===== config.mk =====
export PLATFORM = sky130hd
export DESIGN_NAME = ebp_top
export DESIGN_NICKNAME = d
export VERILOG_FILES = /design/src/rtl/ebp_pkg.sv /design/src/rtl/ebp_timebase.sv /design/src/rtl/ebp_top.sv
export VERILOG_INCLUDE_DIRS = /design/src /design/src/rtl
export SDC_FILE = /design/constraint.sdc
export NUM_CORES = 1
export LEC_CHECK = 0
export ABC_CLOCK_PERIOD_IN_PS = 2130
export BUFFER_PORTS_ARGS = -buffer_cell sky130_fd_sc_hd__buf_4
export CAP_MARGIN = 20
export CORE_MARGIN = 2
export CORE_UTILIZATION = 56
export CTS_CLUSTER_DIAMETER = 100
export DETAILED_ROUTE_END_ITERATION = 8
export GPL_ROUTABILITY_DRIVEN = 0
export PLACE_DENSITY_LB_ADDON = 0.08
export SLEW_MARGIN = 10
export SYNTH_ARGS = -nofsm -noshare
export SYNTH_HDL_FRONTEND = slang
export SYNTH_HIERARCHICAL = 1
export SYNTH_SLANG_ARGS = --single-unit

===== constraint.sdc =====
create_clock -name mclk -period 2.13 [get_ports mclk]
set_input_delay 0.426 -clock mclk [delete_from_list [all_inputs] [get_ports mclk]]
set_output_delay 0.426 -clock mclk [all_outputs]
set_load 0.02 [all_outputs]

===== src/rtl/ebp_defs.svh =====
// Purpose: shared constants of the bridge pwm output stage
// Assumes: mclk is the oscillator clock, 40 MHz, 25 ns period
// Notes:   select and config codes, offsets of bit fields, reset values and timing counts only
//
// Contract
// - Period is (period_limit+1) times four oscillator periods times prescale factor.
// - After timer equals limit: clear timer, set output unless duty zero, load duty.
// - Timer postscaler never affects pwm frequency, only its own tick rate.
// - Duty is 10 bits: eight high bits plus two low control bits.
// - Duty writes accepted anytime, applied at period match; active duty read-only.
// - Output clears when active duty equals timer extended by two fine bits.
// - Duty beyond period never clears output, giving constant active level.
// - Two-bit config selects single 00, half-bridge 10, full forward, full reverse.
// - Half-bridge drives modulated signal on A and its complement on B.
// - Half-bridge delays each rising edge by dead-band count instruction cycles.
// - Dead-band longer than active time keeps that output inactive whole cycle.
// - Full forward: A held active, D modulated, B and C inactive.
// - Full reverse: C held active, B modulated, A and D inactive.
// - Full-bridge direction change takes effect with the next pwm cycle.
// - On direction change, B and D idle and A/C swap one prescaled cycle early.
// - Prescale factor 1, 4 or 16 chosen by a two-bit select.
// - No dead-band delay in either full-bridge mode, even at direction change.
// - Controls double-buffered at period start; dead-band also at duty boundary.
// - Low two mode bits pick active-high or active-low polarity for outputs.
`ifndef EBP_DEFS_SVH
`define EBP_DEFS_SVH

// ==========================================================
// timing
`define EBP_CLK_PERIOD_NS  25
`define EBP_TOSC_NS        25
`define EBP_TOSC_PER_TCY   4
`define EBP_TCY_CYCLES     ((`EBP_TOSC_PER_TCY * `EBP_TOSC_NS) / `EBP_CLK_PERIOD_NS)

// ==========================================================
// prescaler select codes and terminal counts
`define EBP_PSC_SEL_1      2'h0
`define EBP_PSC_SEL_4      2'h1
`define EBP_PSC_TOP_1      4'h0
`define EBP_PSC_TOP_4      4'h3
`define EBP_PSC_TOP_16     4'hF

// ==========================================================
// output configuration codes
`define EBP_CFG_SINGLE     2'h0
`define EBP_CFG_FWD        2'h1
`define EBP_CFG_HALF       2'h2
`define EBP_CFG_REV        2'h3
`define EBP_CFG_DIR_BIT    1

// ==========================================================
// mode bits: [3:2] select pwm, [1] pair A/C low, [0] pair B/D low
`define EBP_MODE_PWM       2'h3
`define EBP_MODE_HI_MSB    3
`define EBP_MODE_HI_LSB    2
`define EBP_POL_AC_BIT     1
`define EBP_POL_BD_BIT     0

// ==========================================================
// reset values
`define EBP_DUTY_RST       10'h000
`define EBP_DB_RST         7'h00
`define EBP_MODE_RST       4'h0

`endif


===== src/rtl/ebp_pkg.sv =====
// Purpose: types of the bridge pwm output stage
// Assumes: used together with ebp_defs.svh
// Notes:   values live in the header, types here
package ebp_pkg;

	// decoded output configuration
	typedef enum logic [1:0] {
		EBP_SINGLE,
		EBP_HALF,
		EBP_FWD,
		EBP_REV
	} ebp_mode_t;

	// dead-band channel state
	typedef enum logic [1:0] {
		EBP_DB_IDLE,
		EBP_DB_WAIT,
		EBP_DB_ON
	} ebp_db_state_t;

endpackage


===== src/rtl/ebp_timebase.sv =====
// Purpose: period timer with quarter-cycle clock, prescaler and postscaler
// Assumes: mclk is the oscillator clock; instruction cycle is four mclk
// Notes:   all outputs registered; post_tick divides the period match rate and never feeds the pwm
`timescale 1ns/1ps
`include "ebp_defs.svh"

module ebp_timebase
	import ebp_pkg::*;
#(
	parameter int TW = 8
) (
	input  wire logic          mclk,
	input  wire logic          rst,
	input  wire logic          ce,
	input  wire logic [1:0]    prescale_sel,
	input  wire logic [TW-1:0] period_limit,
	input  wire logic [3:0]    postscale_sel,
	output logic      [TW-1:0] period_timer,
	output logic      [1:0]    fine_lo,
	output logic               period_start,
	output logic               tcy_tick,
	output logic               post_tick
);

	logic [1:0]    q_reg, q_next;
	logic [3:0]    psc_reg, psc_next;
	logic [TW-1:0] tmr_reg, tmr_next;
	logic [3:0]    post_reg, post_next;
	logic [1:0]    lo_reg, lo_next;
	logic          start_reg, start_next;
	logic          tick_reg, tick_next;
	logic          ptick_reg, ptick_next;
	logic          inc;

	// terminal count of the prescaler for a select code
	function automatic logic [3:0] psc_top(input logic [1:0] sel);
		if (sel == `EBP_PSC_SEL_1)
			return `EBP_PSC_TOP_1;
		else if (sel == `EBP_PSC_SEL_4)
			return `EBP_PSC_TOP_4;
		else
			return `EBP_PSC_TOP_16;
	endfunction

	// two fine bits below the timer: quarter clock or prescaler bits
	function automatic logic [1:0] fine_bits(input logic [1:0] sel, input logic [1:0] q, input logic [3:0] p);
		if (sel == `EBP_PSC_SEL_1)
			return q;
		else if (sel == `EBP_PSC_SEL_4)
			return p[1:0];
		else
			return p[3:2];
	endfunction

	// ==========================================================
	// next state of the time base
	always_comb begin
		tick_next  = (q_reg == 2'(`EBP_TCY_CYCLES - 1));
		q_next     = tick_next ? 2'h0 : q_reg + 2'h1;
		inc        = tick_next && (psc_reg == psc_top(prescale_sel));
		psc_next   = psc_reg;
		tmr_next   = tmr_reg;
		start_next = 1'b0;
		post_next  = post_reg;
		ptick_next = 1'b0;
		if (tick_next)
			psc_next = inc ? 4'h0 : psc_reg + 4'h1;
		if (inc) begin
			if (tmr_reg == period_limit) begin
				tmr_next   = '0;
				start_next = 1'b1;
			end else begin
				tmr_next = tmr_reg + TW'(1);
			end
		end
		// postscaler only divides the match rate, pwm never sees it
		if (start_next) begin
			if (post_reg == postscale_sel) begin
				post_next  = 4'h0;
				ptick_next = 1'b1;
			end else begin
				post_next = post_reg + 4'h1;
			end
		end
		lo_next = fine_bits(prescale_sel, q_next, psc_next);
	end

	// registers of the time base, frozen while ce is low
	always_ff @(posedge mclk) begin
		if (rst) begin
			q_reg     <= 2'h0;
			psc_reg   <= 4'h0;
			tmr_reg   <= '0;
			post_reg  <= 4'h0;
			lo_reg    <= 2'h0;
			start_reg <= 1'b0;
			tick_reg  <= 1'b0;
			ptick_reg <= 1'b0;
		end else if (ce) begin
			q_reg     <= q_next;
			psc_reg   <= psc_next;
			tmr_reg   <= tmr_next;
			post_reg  <= post_next;
			lo_reg    <= lo_next;
			start_reg <= start_next;
			tick_reg  <= tick_next;
			ptick_reg <= ptick_next;
		end
	end

	assign period_timer = tmr_reg;
	assign fine_lo      = lo_reg;
	assign period_start = start_reg;
	assign tcy_tick     = tick_reg;
	assign post_tick    = ptick_reg;

endmodule


===== src/rtl/ebp_top.sv =====
// Purpose: enhanced bridge pwm output stage, four outputs A to D
// Assumes: control bits arrive as plain ports, synchronous to mclk
// Notes:   output enable high while a pin is driven; unused pins float
`timescale 1ns/1ps
`include "ebp_defs.svh"

// ==========================================================
// pin map: bit 0 is A, bit 1 B, bit 2 C, bit 3 D
// latency: internal level to pin is one clock
// limitation: period_limit is used live, so moving it
// mid period can stretch or cut that one period
// trade-off: one prescaled count of swap time, no dead-band

module ebp_top
	import ebp_pkg::*;
#(
	parameter int TW  = 8,
	parameter int DW  = 10,
	parameter int DBW = 7
) (
	input  wire logic           mclk,
	input  wire logic           rst,
	input  wire logic           ce,
	input  wire logic [3:0]     polarity_mode_bits,
	input  wire logic [1:0]     output_config_field,
	input  wire logic [TW-1:0]  duty_pending,
	input  wire logic [1:0]     duty_low_bits,
	input  wire logic [TW-1:0]  period_limit,
	input  wire logic [1:0]     timer_prescale_select,
	input  wire logic [3:0]     postscale_select,
	input  wire logic [DBW-1:0] deadband_count,
	input  wire logic           pin_dir_a,
	input  wire logic           pin_dir_b,
	input  wire logic           pin_dir_c,
	input  wire logic           pin_dir_d,
	output logic                out_a,
	output logic                out_b,
	output logic                out_c,
	output logic                out_d,
	output logic                out_a_oe,
	output logic                out_b_oe,
	output logic                out_c_oe,
	output logic                out_d_oe,
	output logic [DW-1:0]       duty_active,
	output logic [TW-1:0]       period_timer,
	output logic                post_tick
);

	// ==========================================================
	// helpers

	// configuration field to mode; high bit doubles as direction
	function automatic ebp_mode_t cfg_mode(input logic [1:0] cfg);
		case (cfg)
			`EBP_CFG_SINGLE: return EBP_SINGLE;
			`EBP_CFG_HALF:   return EBP_HALF;
			`EBP_CFG_FWD:    return EBP_FWD;
			`EBP_CFG_REV:    return EBP_REV;
			default:         return EBP_SINGLE;
		endcase
	endfunction

	// active level to pin level under the chosen polarity
	function automatic logic pin_level(input logic active, input logic act_low);
		return act_low ? ~active : active;
	endfunction

	// ==========================================================
	// time base
	// period_start: one clock wide, first count of a period
	// tcy_tick: one clock per instruction cycle
	logic [1:0] fine_lo;
	logic       period_start;
	logic       tcy_tick;

	// post_tick leaves straight out; it never feeds the pwm
	ebp_timebase #(
		.TW (TW)
	) u_timebase (
		.mclk          (mclk),
		.rst           (rst),
		.ce            (ce),
		.prescale_sel  (timer_prescale_select),
		.period_limit  (period_limit),
		.postscale_sel (postscale_select),
		.period_timer  (period_timer),
		.fine_lo       (fine_lo),
		.period_start  (period_start),
		.tcy_tick      (tcy_tick),
		.post_tick     (post_tick)
	);

	// ==========================================================
	// double-buffered controls
	// shadow copies of the live controls
	logic [1:0]     cfg_reg, cfg_next;
	logic [3:0]     mode_reg, mode_next;
	logic [DW-1:0]  duty_reg, duty_next;
	logic [DBW-1:0] db_reg, db_next;
	logic [DW-1:0]  duty_new;
	logic           duty_match;
	logic           pwm_on;
	logic           pwm_req;

	// the full duty value is the eight high bits then the two low bits
	assign duty_new = {duty_pending, duty_low_bits};
	assign pwm_on   = (mode_reg[`EBP_MODE_HI_MSB:`EBP_MODE_HI_LSB] == `EBP_MODE_PWM);
	// live request: turn-on still waits for a period start
	assign pwm_req  = (polarity_mode_bits[`EBP_MODE_HI_MSB:`EBP_MODE_HI_LSB] == `EBP_MODE_PWM);
	// duty boundary: fine position meets the active duty
	assign duty_match = pwm_on && !period_start && ({period_timer, fine_lo} == duty_reg);

	// controls change at period start, dead-band also at duty match, so no glitch mid cycle
	always_comb begin
		cfg_next  = cfg_reg;
		mode_next = mode_reg;
		duty_next = duty_reg;
		db_next   = db_reg;
		if (period_start) begin
			cfg_next  = output_config_field;
			mode_next = polarity_mode_bits;
			duty_next = duty_new;
			db_next   = deadband_count;
		end else if (duty_match) begin
			// dead-band may refresh at the duty boundary too
			db_next = deadband_count;
		end
		// mode and config writes outside the pwm mode take effect at once
		if (!pwm_on && !pwm_req) begin
			mode_next = polarity_mode_bits;
			cfg_next  = output_config_field;
		end
	end

	// control registers; duty_reg has no write path of its own
	// ce low freezes the shadows together with the timer
	always_ff @(posedge mclk) begin
		if (rst) begin
			cfg_reg  <= `EBP_CFG_SINGLE;
			mode_reg <= `EBP_MODE_RST;
			duty_reg <= `EBP_DUTY_RST;
			db_reg   <= `EBP_DB_RST;
		end else if (ce) begin
			cfg_reg  <= cfg_next;
			mode_reg <= mode_next;
			duty_reg <= duty_next;
			db_reg   <= db_next;
		end
	end

	// ==========================================================
	// modulated signal
	// one level for all configurations; delay and polarity follow
	logic mod_reg, mod_next;

	// set at period start unless duty is zero, cleared on duty match;
	// a duty past the period never matches, so the level stays active
	always_comb begin
		mod_next = mod_reg;
		if (!pwm_on)
			mod_next = 1'b0;
		else if (period_start)
			mod_next = (duty_new != '0);
		else if (duty_match)
			mod_next = 1'b0;
	end

	// modulated signal register
	always_ff @(posedge mclk) begin
		if (rst)
			mod_reg <= 1'b0;
		else if (ce)
			mod_reg <= mod_next;
	end

	// ==========================================================
	// dead-band delay, channel 0 for A, channel 1 for B
	// per channel: state and remaining instruction cycles
	ebp_db_state_t  db_st_reg  [2];
	ebp_db_state_t  db_st_next [2];
	logic [DBW-1:0] db_cnt_reg  [2];
	logic [DBW-1:0] db_cnt_next [2];
	logic [1:0]     db_raw;
	logic [1:0]     db_out;

	// B only asks for on while pwm runs, so it rests low when off
	assign db_raw = {~mod_reg & pwm_on, mod_reg};

	// each channel holds off its rising edge for db_reg instruction cycles;
	// a raw pulse shorter than the delay never shows
	always_comb begin
		for (int i = 0; i < 2; i++) begin
			db_st_next[i]  = db_st_reg[i];
			db_cnt_next[i] = db_cnt_reg[i];
			db_out[i]      = (db_st_reg[i] == EBP_DB_ON);
			case (db_st_reg[i])
				EBP_DB_IDLE: begin
					if (db_raw[i]) begin
						// zero count: no delay at all
						if (db_reg == '0) begin
							db_st_next[i] = EBP_DB_ON;
						end else begin
							db_st_next[i]  = EBP_DB_WAIT;
							db_cnt_next[i] = db_reg;
						end
					end
				end
				EBP_DB_WAIT: begin
					if (!db_raw[i]) begin
						db_st_next[i] = EBP_DB_IDLE;
					end else if (tcy_tick) begin
						// counting on ticks keeps the delay unit at four clocks
						if (db_cnt_reg[i] == DBW'(1))
							db_st_next[i] = EBP_DB_ON;
						db_cnt_next[i] = db_cnt_reg[i] - DBW'(1);
					end
				end
				EBP_DB_ON: begin
					if (!db_raw[i])
						db_st_next[i] = EBP_DB_IDLE;
				end
				default: begin
					db_st_next[i] = EBP_DB_IDLE;
				end
			endcase
		end
	end

	// dead-band registers
	always_ff @(posedge mclk) begin
		if (rst) begin
			for (int i = 0; i < 2; i++) begin
				db_st_reg[i]  <= EBP_DB_IDLE;
				db_cnt_reg[i] <= '0;
			end
		end else if (ce) begin
			for (int i = 0; i < 2; i++) begin
				db_st_reg[i]  <= db_st_next[i];
				db_cnt_reg[i] <= db_cnt_next[i];
			end
		end
	end

	// ==========================================================
	// full-bridge direction
	// pending direction is read live so the swap can start early
	// hazard: a swap at high duty can shoot through; software cuts duty first
	ebp_mode_t mode_act;
	logic      full_bridge;
	logic      dir_pend;
	logic      dir_switch;
	logic      dir_eff;

	assign mode_act    = cfg_mode(cfg_reg);
	assign full_bridge = (mode_act == EBP_FWD) || (mode_act == EBP_REV);
	assign dir_pend    = output_config_field[`EBP_CFG_DIR_BIT];
	// last prescaled timer count before the boundary: swap early
	assign dir_switch  = full_bridge && (cfg_mode(output_config_field) != EBP_SINGLE)
		&& (cfg_mode(output_config_field) != EBP_HALF)
		&& (dir_pend != cfg_reg[`EBP_CFG_DIR_BIT]) && (period_timer == period_limit);
	// new direction owns A/C during the switch, then for the next cycle
	assign dir_eff = dir_switch ? dir_pend : cfg_reg[`EBP_CFG_DIR_BIT];

	// ==========================================================
	// pin drive
	// per pin: bit 0 is A up to bit 3 for D
	logic [3:0]    act_next;
	logic [3:0]    use_next;
	logic [3:0]    lvl_reg, lvl_next;
	logic [3:0]    oe_reg, oe_next;
	logic [3:0]    pin_dir;
	logic [3:0]    pol_low;

	assign pin_dir = {pin_dir_d, pin_dir_c, pin_dir_b, pin_dir_a};
	assign pol_low = {mode_reg[`EBP_POL_BD_BIT], mode_reg[`EBP_POL_AC_BIT],
		mode_reg[`EBP_POL_BD_BIT], mode_reg[`EBP_POL_AC_BIT]};

	// active levels and pin use per configuration
	always_comb begin
		act_next = 4'h0;
		use_next = 4'h0;
		case (mode_act)
			EBP_SINGLE: begin
				// only A is used; B to D stay with the port
				use_next    = 4'h1;
				act_next[0] = mod_reg;
			end
			EBP_HALF: begin
				// A follows the level, B its complement, both delayed
				use_next    = 4'h3;
				act_next[0] = db_out[0];
				act_next[1] = db_out[1];
			end
			EBP_FWD, EBP_REV: begin
				use_next = 4'hF;
				// no dead-band here, even while swapping direction
				if (!dir_eff) begin
					act_next[0] = 1'b1;
					act_next[3] = mod_reg && !dir_switch;
				end else begin
					act_next[2] = 1'b1;
					act_next[1] = mod_reg && !dir_switch;
				end
			end
			default: begin
				use_next = 4'h0;
			end
		endcase
	end

	// enable follows use, pwm mode and pin direction; level gets polarity
	// an input pin is never driven, whatever the mode
	always_comb begin
		for (int i = 0; i < 4; i++) begin
			oe_next[i]  = pwm_on && use_next[i] && !pin_dir[i];
			lvl_next[i] = oe_next[i] ? pin_level(act_next[i], pol_low[i]) : 1'b0;
		end
	end

	// pin registers: one flop per level and per enable
	// reset drops every enable, so board pulls hold the switches off
	always_ff @(posedge mclk) begin
		if (rst) begin
			lvl_reg <= 4'h0;
			oe_reg  <= 4'h0;
		end else if (ce) begin
			lvl_reg <= lvl_next;
			oe_reg  <= oe_next;
		end
	end

	// every output comes straight from a flop
	assign out_a       = lvl_reg[0];
	assign out_b       = lvl_reg[1];
	assign out_c       = lvl_reg[2];
	assign out_d       = lvl_reg[3];
	assign out_a_oe    = oe_reg[0];
	assign out_b_oe    = oe_reg[1];
	assign out_c_oe    = oe_reg[2];
	assign out_d_oe    = oe_reg[3];
	assign duty_active = duty_reg;

endmodule


Yosys cells after proc, flatten, opt, wreduce, memory -nomap -nowiden
Memories as Yosys holds them, arrays and structs flattened.
Cells that the tools add are included.
Widths: inputs -> output; s select.
{"block": "op_classes", "addsub": 6, "n_bitwise": 10, "eq_ne": 26, "n_mux": 72, "reduce_logical": 44}
{"op": "$mux 7", "count": 12}
{"op": "$mux 2", "count": 20}
{"op": "$mux 4", "count": 7}
{"op": "$pmux 7 s2", "count": 2}
{"op": "$mux 1", "count": 23}
{"op": "$eq 2x2->1 const B", "count": 11}
{"op": "$logic_and 1x1->1", "count": 17}
{"op": "$pmux 2 s4", "count": 2}
{"op": "$eq 7x1->1 const B", "count": 2}
{"op": "$sub 7x1->7 const B", "count": 2}
{"op": "$eq 2x1->1 const B", "count": 6}
{"op": "$logic_not 2->1", "count": 6}
{"op": "$pmux 2 s3", "count": 2}
{"op": "$pmux 4 s3", "count": 1}
{"op": "$reduce_and 2->1", "count": 6}
{"op": "$eq 10x10->1", "count": 1}
{"op": "$reduce_bool 10->1", "count": 1}
{"op": "$add 4x1->4 const B", "count": 2}
{"op": "$add 8x1->8 const B", "count": 1}
{"op": "$eq 4x4->1", "count": 2}
{"op": "$eq 8x8->1", "count": 1}
{"op": "$logic_not 1->1", "count": 8}
{"op": "$mux 8", "count": 1}
{"op": "$logic_not 7->1", "count": 1}
{"op": "other kinds (12)", "count": 21}
{"block": "word_totals", "input_bits": 44, "out_inout_bits": 27, "reg_bits": 55, "memories": 2, "ramBits": 18, "wordCells": 175}
{"memory": "db_cnt_reg", "depth": 2, "word_bits": 7, "rd": 2, "rd_clocked_by_memory_dff": 0, "wr": 2, "line_no": "ebp_top.sv:181", "source": "logic [DBW-1:0] db_cnt_reg [2];"}
{"memory": "db_st_reg", "depth": 2, "word_bits": 2, "rd": 2, "rd_clocked_by_memory_dff": 0, "wr": 2, "line_no": "ebp_top.sv:179", "source": "ebp_db_state_t db_st_reg [2];"}

Logic depth before layout (Yosys ltp)
{"block": "logic_depth", "ltp_word": 15, "mapped_depth": 7, "ltp_nobuf": 6}

By module
The synthesis kept the hierarchy.
{"mod": "ebp_top", "area_per_inst_um2": 2642.5, "seq_area_each_um2": 1181.1, "n_inst": 1, "cells_each": 290}
{"mod": "ebp_timebase", "area_per_inst_um2": 1323.8, "seq_area_each_um2": 460.4, "n_inst": 1, "cells_each": 158}

Least setup slack after synthesis
Ideal clock, no wire load.
{"block": "synth_path", "path_kind": "register to register", "from": "memory db_cnt_reg[0][4]", "to": "memory db_st_reg[0][0] in the netlist's numbering (enable)", "slack_ns": 0.236, "required_ns": 1.803, "path_buffers": 0, "setup_time_ns": 0.327, "path_stages_with_launch": 6, "arrival_ns": 1.567, "cell_sequence": "edfxtp_1 -> or3_1 -> or2_2 -> o31ai_1 -> a21boi_0 -> o21ai_0"}
{"element": "start, declared", "line_no": "ebp_top.sv:181"}
{"element": "end, declared", "line_no": "ebp_top.sv:179"}

==> metrics <==
run status=completed; CTS Buf Count=9; Critical Path Source Type=register; CTS Buffer Depth=2; n_diodes=0; Die Span X=between 80 and 90 um; crit-path max FO=3; Setup TNS=0 ns; Final Hold Fails=0; MaxCap Viol Count=0; setup violators final=0; worst r2r src=db_cnt_reg[0][3]; Worst Max-Slew Pin Slew=between 0.6 and 0.7 ns; critical path's largest stage delay=0.43 ns; area of the mapped netlist=between 3000 and 4000 um2; critical path, cell by cell=or3_1 -> or2_2 -> o31ai_1 -> a21boi_0 -> o21ai_0; # rows=30; register bit count reported by yosys=73; drt wl/cell=15.7 um; global-route wire length before repair=16100 um; antenna violations before repair=0; post-synth cell types=52; I/O Buffers=70; Seq/Total Area, Yosys=around two fifths; Worst R2R Setup Slack=about 0.11 ns; net count after synthesis=500; All-Layer GR Usage=between 20% and 30%; Leak=approximately 0.0021 uW; layout cell share with drive strength beyond 1=21.3%; Data arrival, critical path=2.05 ns; EDFF count, synth=18; leading register cell type out of synthesis=dfxtp_1; Yosys Warn Count=6; largest net degree at the start of global routing=52; clk_skew=between 0.01 and 0.015 ns; Simple-Gate Fraction of Synth Area=21.9%; Core Area=between 6000 and 7000 um2; WP data required=2.15 ns; CP Capture Point=db_st_reg[0][1]; Initial Utilization=slightly below 60%; mux share of post-synthesis cell area=around 4.7%; die area=around 7800 um2; # DRC=0; total routed wirelength=approximately 9900 um; Mapped Cells=about 450; CP max stage cell=edfxtp_1; Vias=around 3600; CP Class=reg -> reg; pins over their slew limit=0; crit path time final=2.02 ns; RSZ-0062 raised after global routing=no; r2r endpoint=db_st_reg[0][1]; Worst Reg-to-Reg Cells=5; XOR/XNOR share of the synthesized area=between 10% and 20%; Final nets=about 580; CP delay by family, top=simple AND/OR/NAND/NOR gates; Compound-Gate Fraction of Synth Area=between 10% and 20%; hold crit path type=in -> reg; crit end category=register; worst skew pair latency=about 0.35 ns; First-pass DRT Iterations=4; Hold WS=0.302 ns; vias per cell=5.69; H-tree Lvls=3; CP startpoint=db_cnt_reg[0][3]; Crit path depth=5; Clock transition at path regs=around 0.08 ns; largest family of logic cells by synthesized area=simple AND/OR/NAND/NOR gates; post-synthesis async set-or-reset flop share=0%; Sink Count=73; CTS tree=done; f_max=roughly 490 MHz; Final period util=95.0%; Root Driver=clkbuf_8; grt ovf=0; Power per Cell Area=626 nW/um2; Post-Synth Adder-Cell Area=2.52%; die height=~88 um; max reg flops=14; peak supply drop=between 0.0003 and 0.0004 V; Ports=71; Mean Syn Cell Area=8.85 um2; number of global-route vias before repair=about 3400; DP Wirelength=~7300 um; DRT iter0 DRCs=~150; Layout area overhead=23.5%; CP bufs+invs=0; headroom to the max-slew limit=55.6%; Final ANT Viol Nets=0
worst min-delay path by stage:
| stage | start | to | slack (ns) | cells past startpoint |
|---|---|---|---|---|
| after floorplan | u_timebase/fine_lo[1] | u_timebase/fine_lo[1] | 0.45 | 2 |
| after global placement | oe_reg[3] | oe_reg[3] | 0.44 | 1 |
| after detailed placement | oe_reg[2] | oe_reg[2] | 0.44 | 1 |
| after CTS | pin_dir_b | lvl_reg[1] | 0.30 | 2 |
| after global routing | deadband_count[2] | db_reg[2] | 0.30 | 3 |
| final | pin_dir_b | lvl_reg[1] | 0.30 | 2 |
metrics by stage:
| stage | cells | total power, uW | setup WS (ns) | instance area, um2 | util, % |
|---|---|---|---|---|---|
| floorplan | 448 | 1740 | 0.236 | 3970 | - |
| finish | 630 | 3070 | 0.107 | 4900 | 71.7 |
| global route | 630 | 3190 | 0.00814 | 4900 | 71.7 |
| detailed placement | 614 | 1880 | 0.0965 | 4680 | 68.5 |
| global placement | 614 | 1870 | 0.152 | 4680 | 68.5 |
| CTS | 630 | 3070 | 0.0882 | 4900 | 71.7 |
report_power, final:
part           internal, uW  leakage [uW]  total [uW]  switching, uW
registers              1460      0.000633        1510           50.7
clock network           667      0.000111        1210            546
logic                   160       0.00137         343            183
final cells by class:
| cell class | instances | area [um2] |
|---|---|---|
| Clock buffer | 10 | 128 |
| Fill cell | 570 | 1930 |
| Sequential cell | 73 | 1640 |
| Multi-Input combinational cell | 344 | 2200 |
| Timing Repair Buffer | 89 | 668 |
| Clock inverter | 6 | 91.3 |
| Tap cell | 96 | 120 |
| Inverter | 12 | 45.0 |
cell families (layout without fill, tap and decap cells):
logic type | Yosys count | after routing
AND/OR/NAND/NOR | 177 | 177
AO/OA/AOI/OAI | 93 | 93
flip-flops | 73 | 73
XOR/XNOR | 48 | 48
buffers and inverters | 31 | 117
multiplexers | 18 | 18
adder cells (fa/ha/maj) | 8 | 8
synthesized netlist by cell type, types with 2 or more instances:
cell type  number  area share [%]
xor2_1         37             8.2
edfxtp_1       18              14
o31ai_1         5            0.95
or4_1           2            0.38
a31oi_2         2            0.63
a21oi_1        29             3.7
nor2b_1         4            0.63
nand2b_1        2            0.32
nand3_1         9             1.1
a21o_1          4            0.76
mux2i_1        16             4.0
ha_1            8             2.5
o21ai_1         2            0.25
nand2_1        49             4.6
xnor2_1        11             2.4
a211oi_1       17             3.2
a22o_1          3            0.66
and2_1          3            0.47
a32o_1          6             1.5
nor4b_1         2            0.44
inv_1          12             1.1
or3_1           3            0.47
nor4_1         10             1.6
nor3_1         17             2.1
nor4_2          2            0.63
o21ai_0        11             1.4
nand4_1         2            0.32
buf_1           3            0.28
nor3b_1         5            0.95
a31oi_1         4            0.63
clkbuf_1       11             1.0
and3_1          5            0.79
nand4b_1        2            0.44
dfxtp_1        55              28
o211ai_1        3            0.57
a2bb2oi_1       2            0.44
nor2_1         53             5.0
buf_2           5            0.63
repair_timing:
item	in CTS	in global routing
gates resized for setup	0	1
setup endpoints to repair	0	7
hold buffers	0	0
buffers inserted	0	0
cell usage in the layout, fill, tap and decap left out, types with 11 or more instances in the layout:
| master | instances |
|---|---|
| edfxtp_1 | 18 |
| dfxtp_1 | 55 |
| nor2_1 | 53 |
| xnor2_1 | 11 |
| xor2_1 | 37 |
| buf_4 | 89 |
| a211oi_1 | 17 |
| nand2_1 | 49 |
| o21ai_0 | 11 |
| inv_1 | 12 |
| nor3_1 | 17 |
| a21oi_1 | 29 |
| mux2i_1 | 16 |
layer usage:
layer	up-vias	track usage [%]	part of all wire (%)
met4	0	9.37	2.5
met5	-	0	0
met1	1703	32.4	43
met3	21	5.56	3.5
met2	83	46.4	51
li1	1778	-	-
No activity file was read; power rests on OpenSTA's default activity.
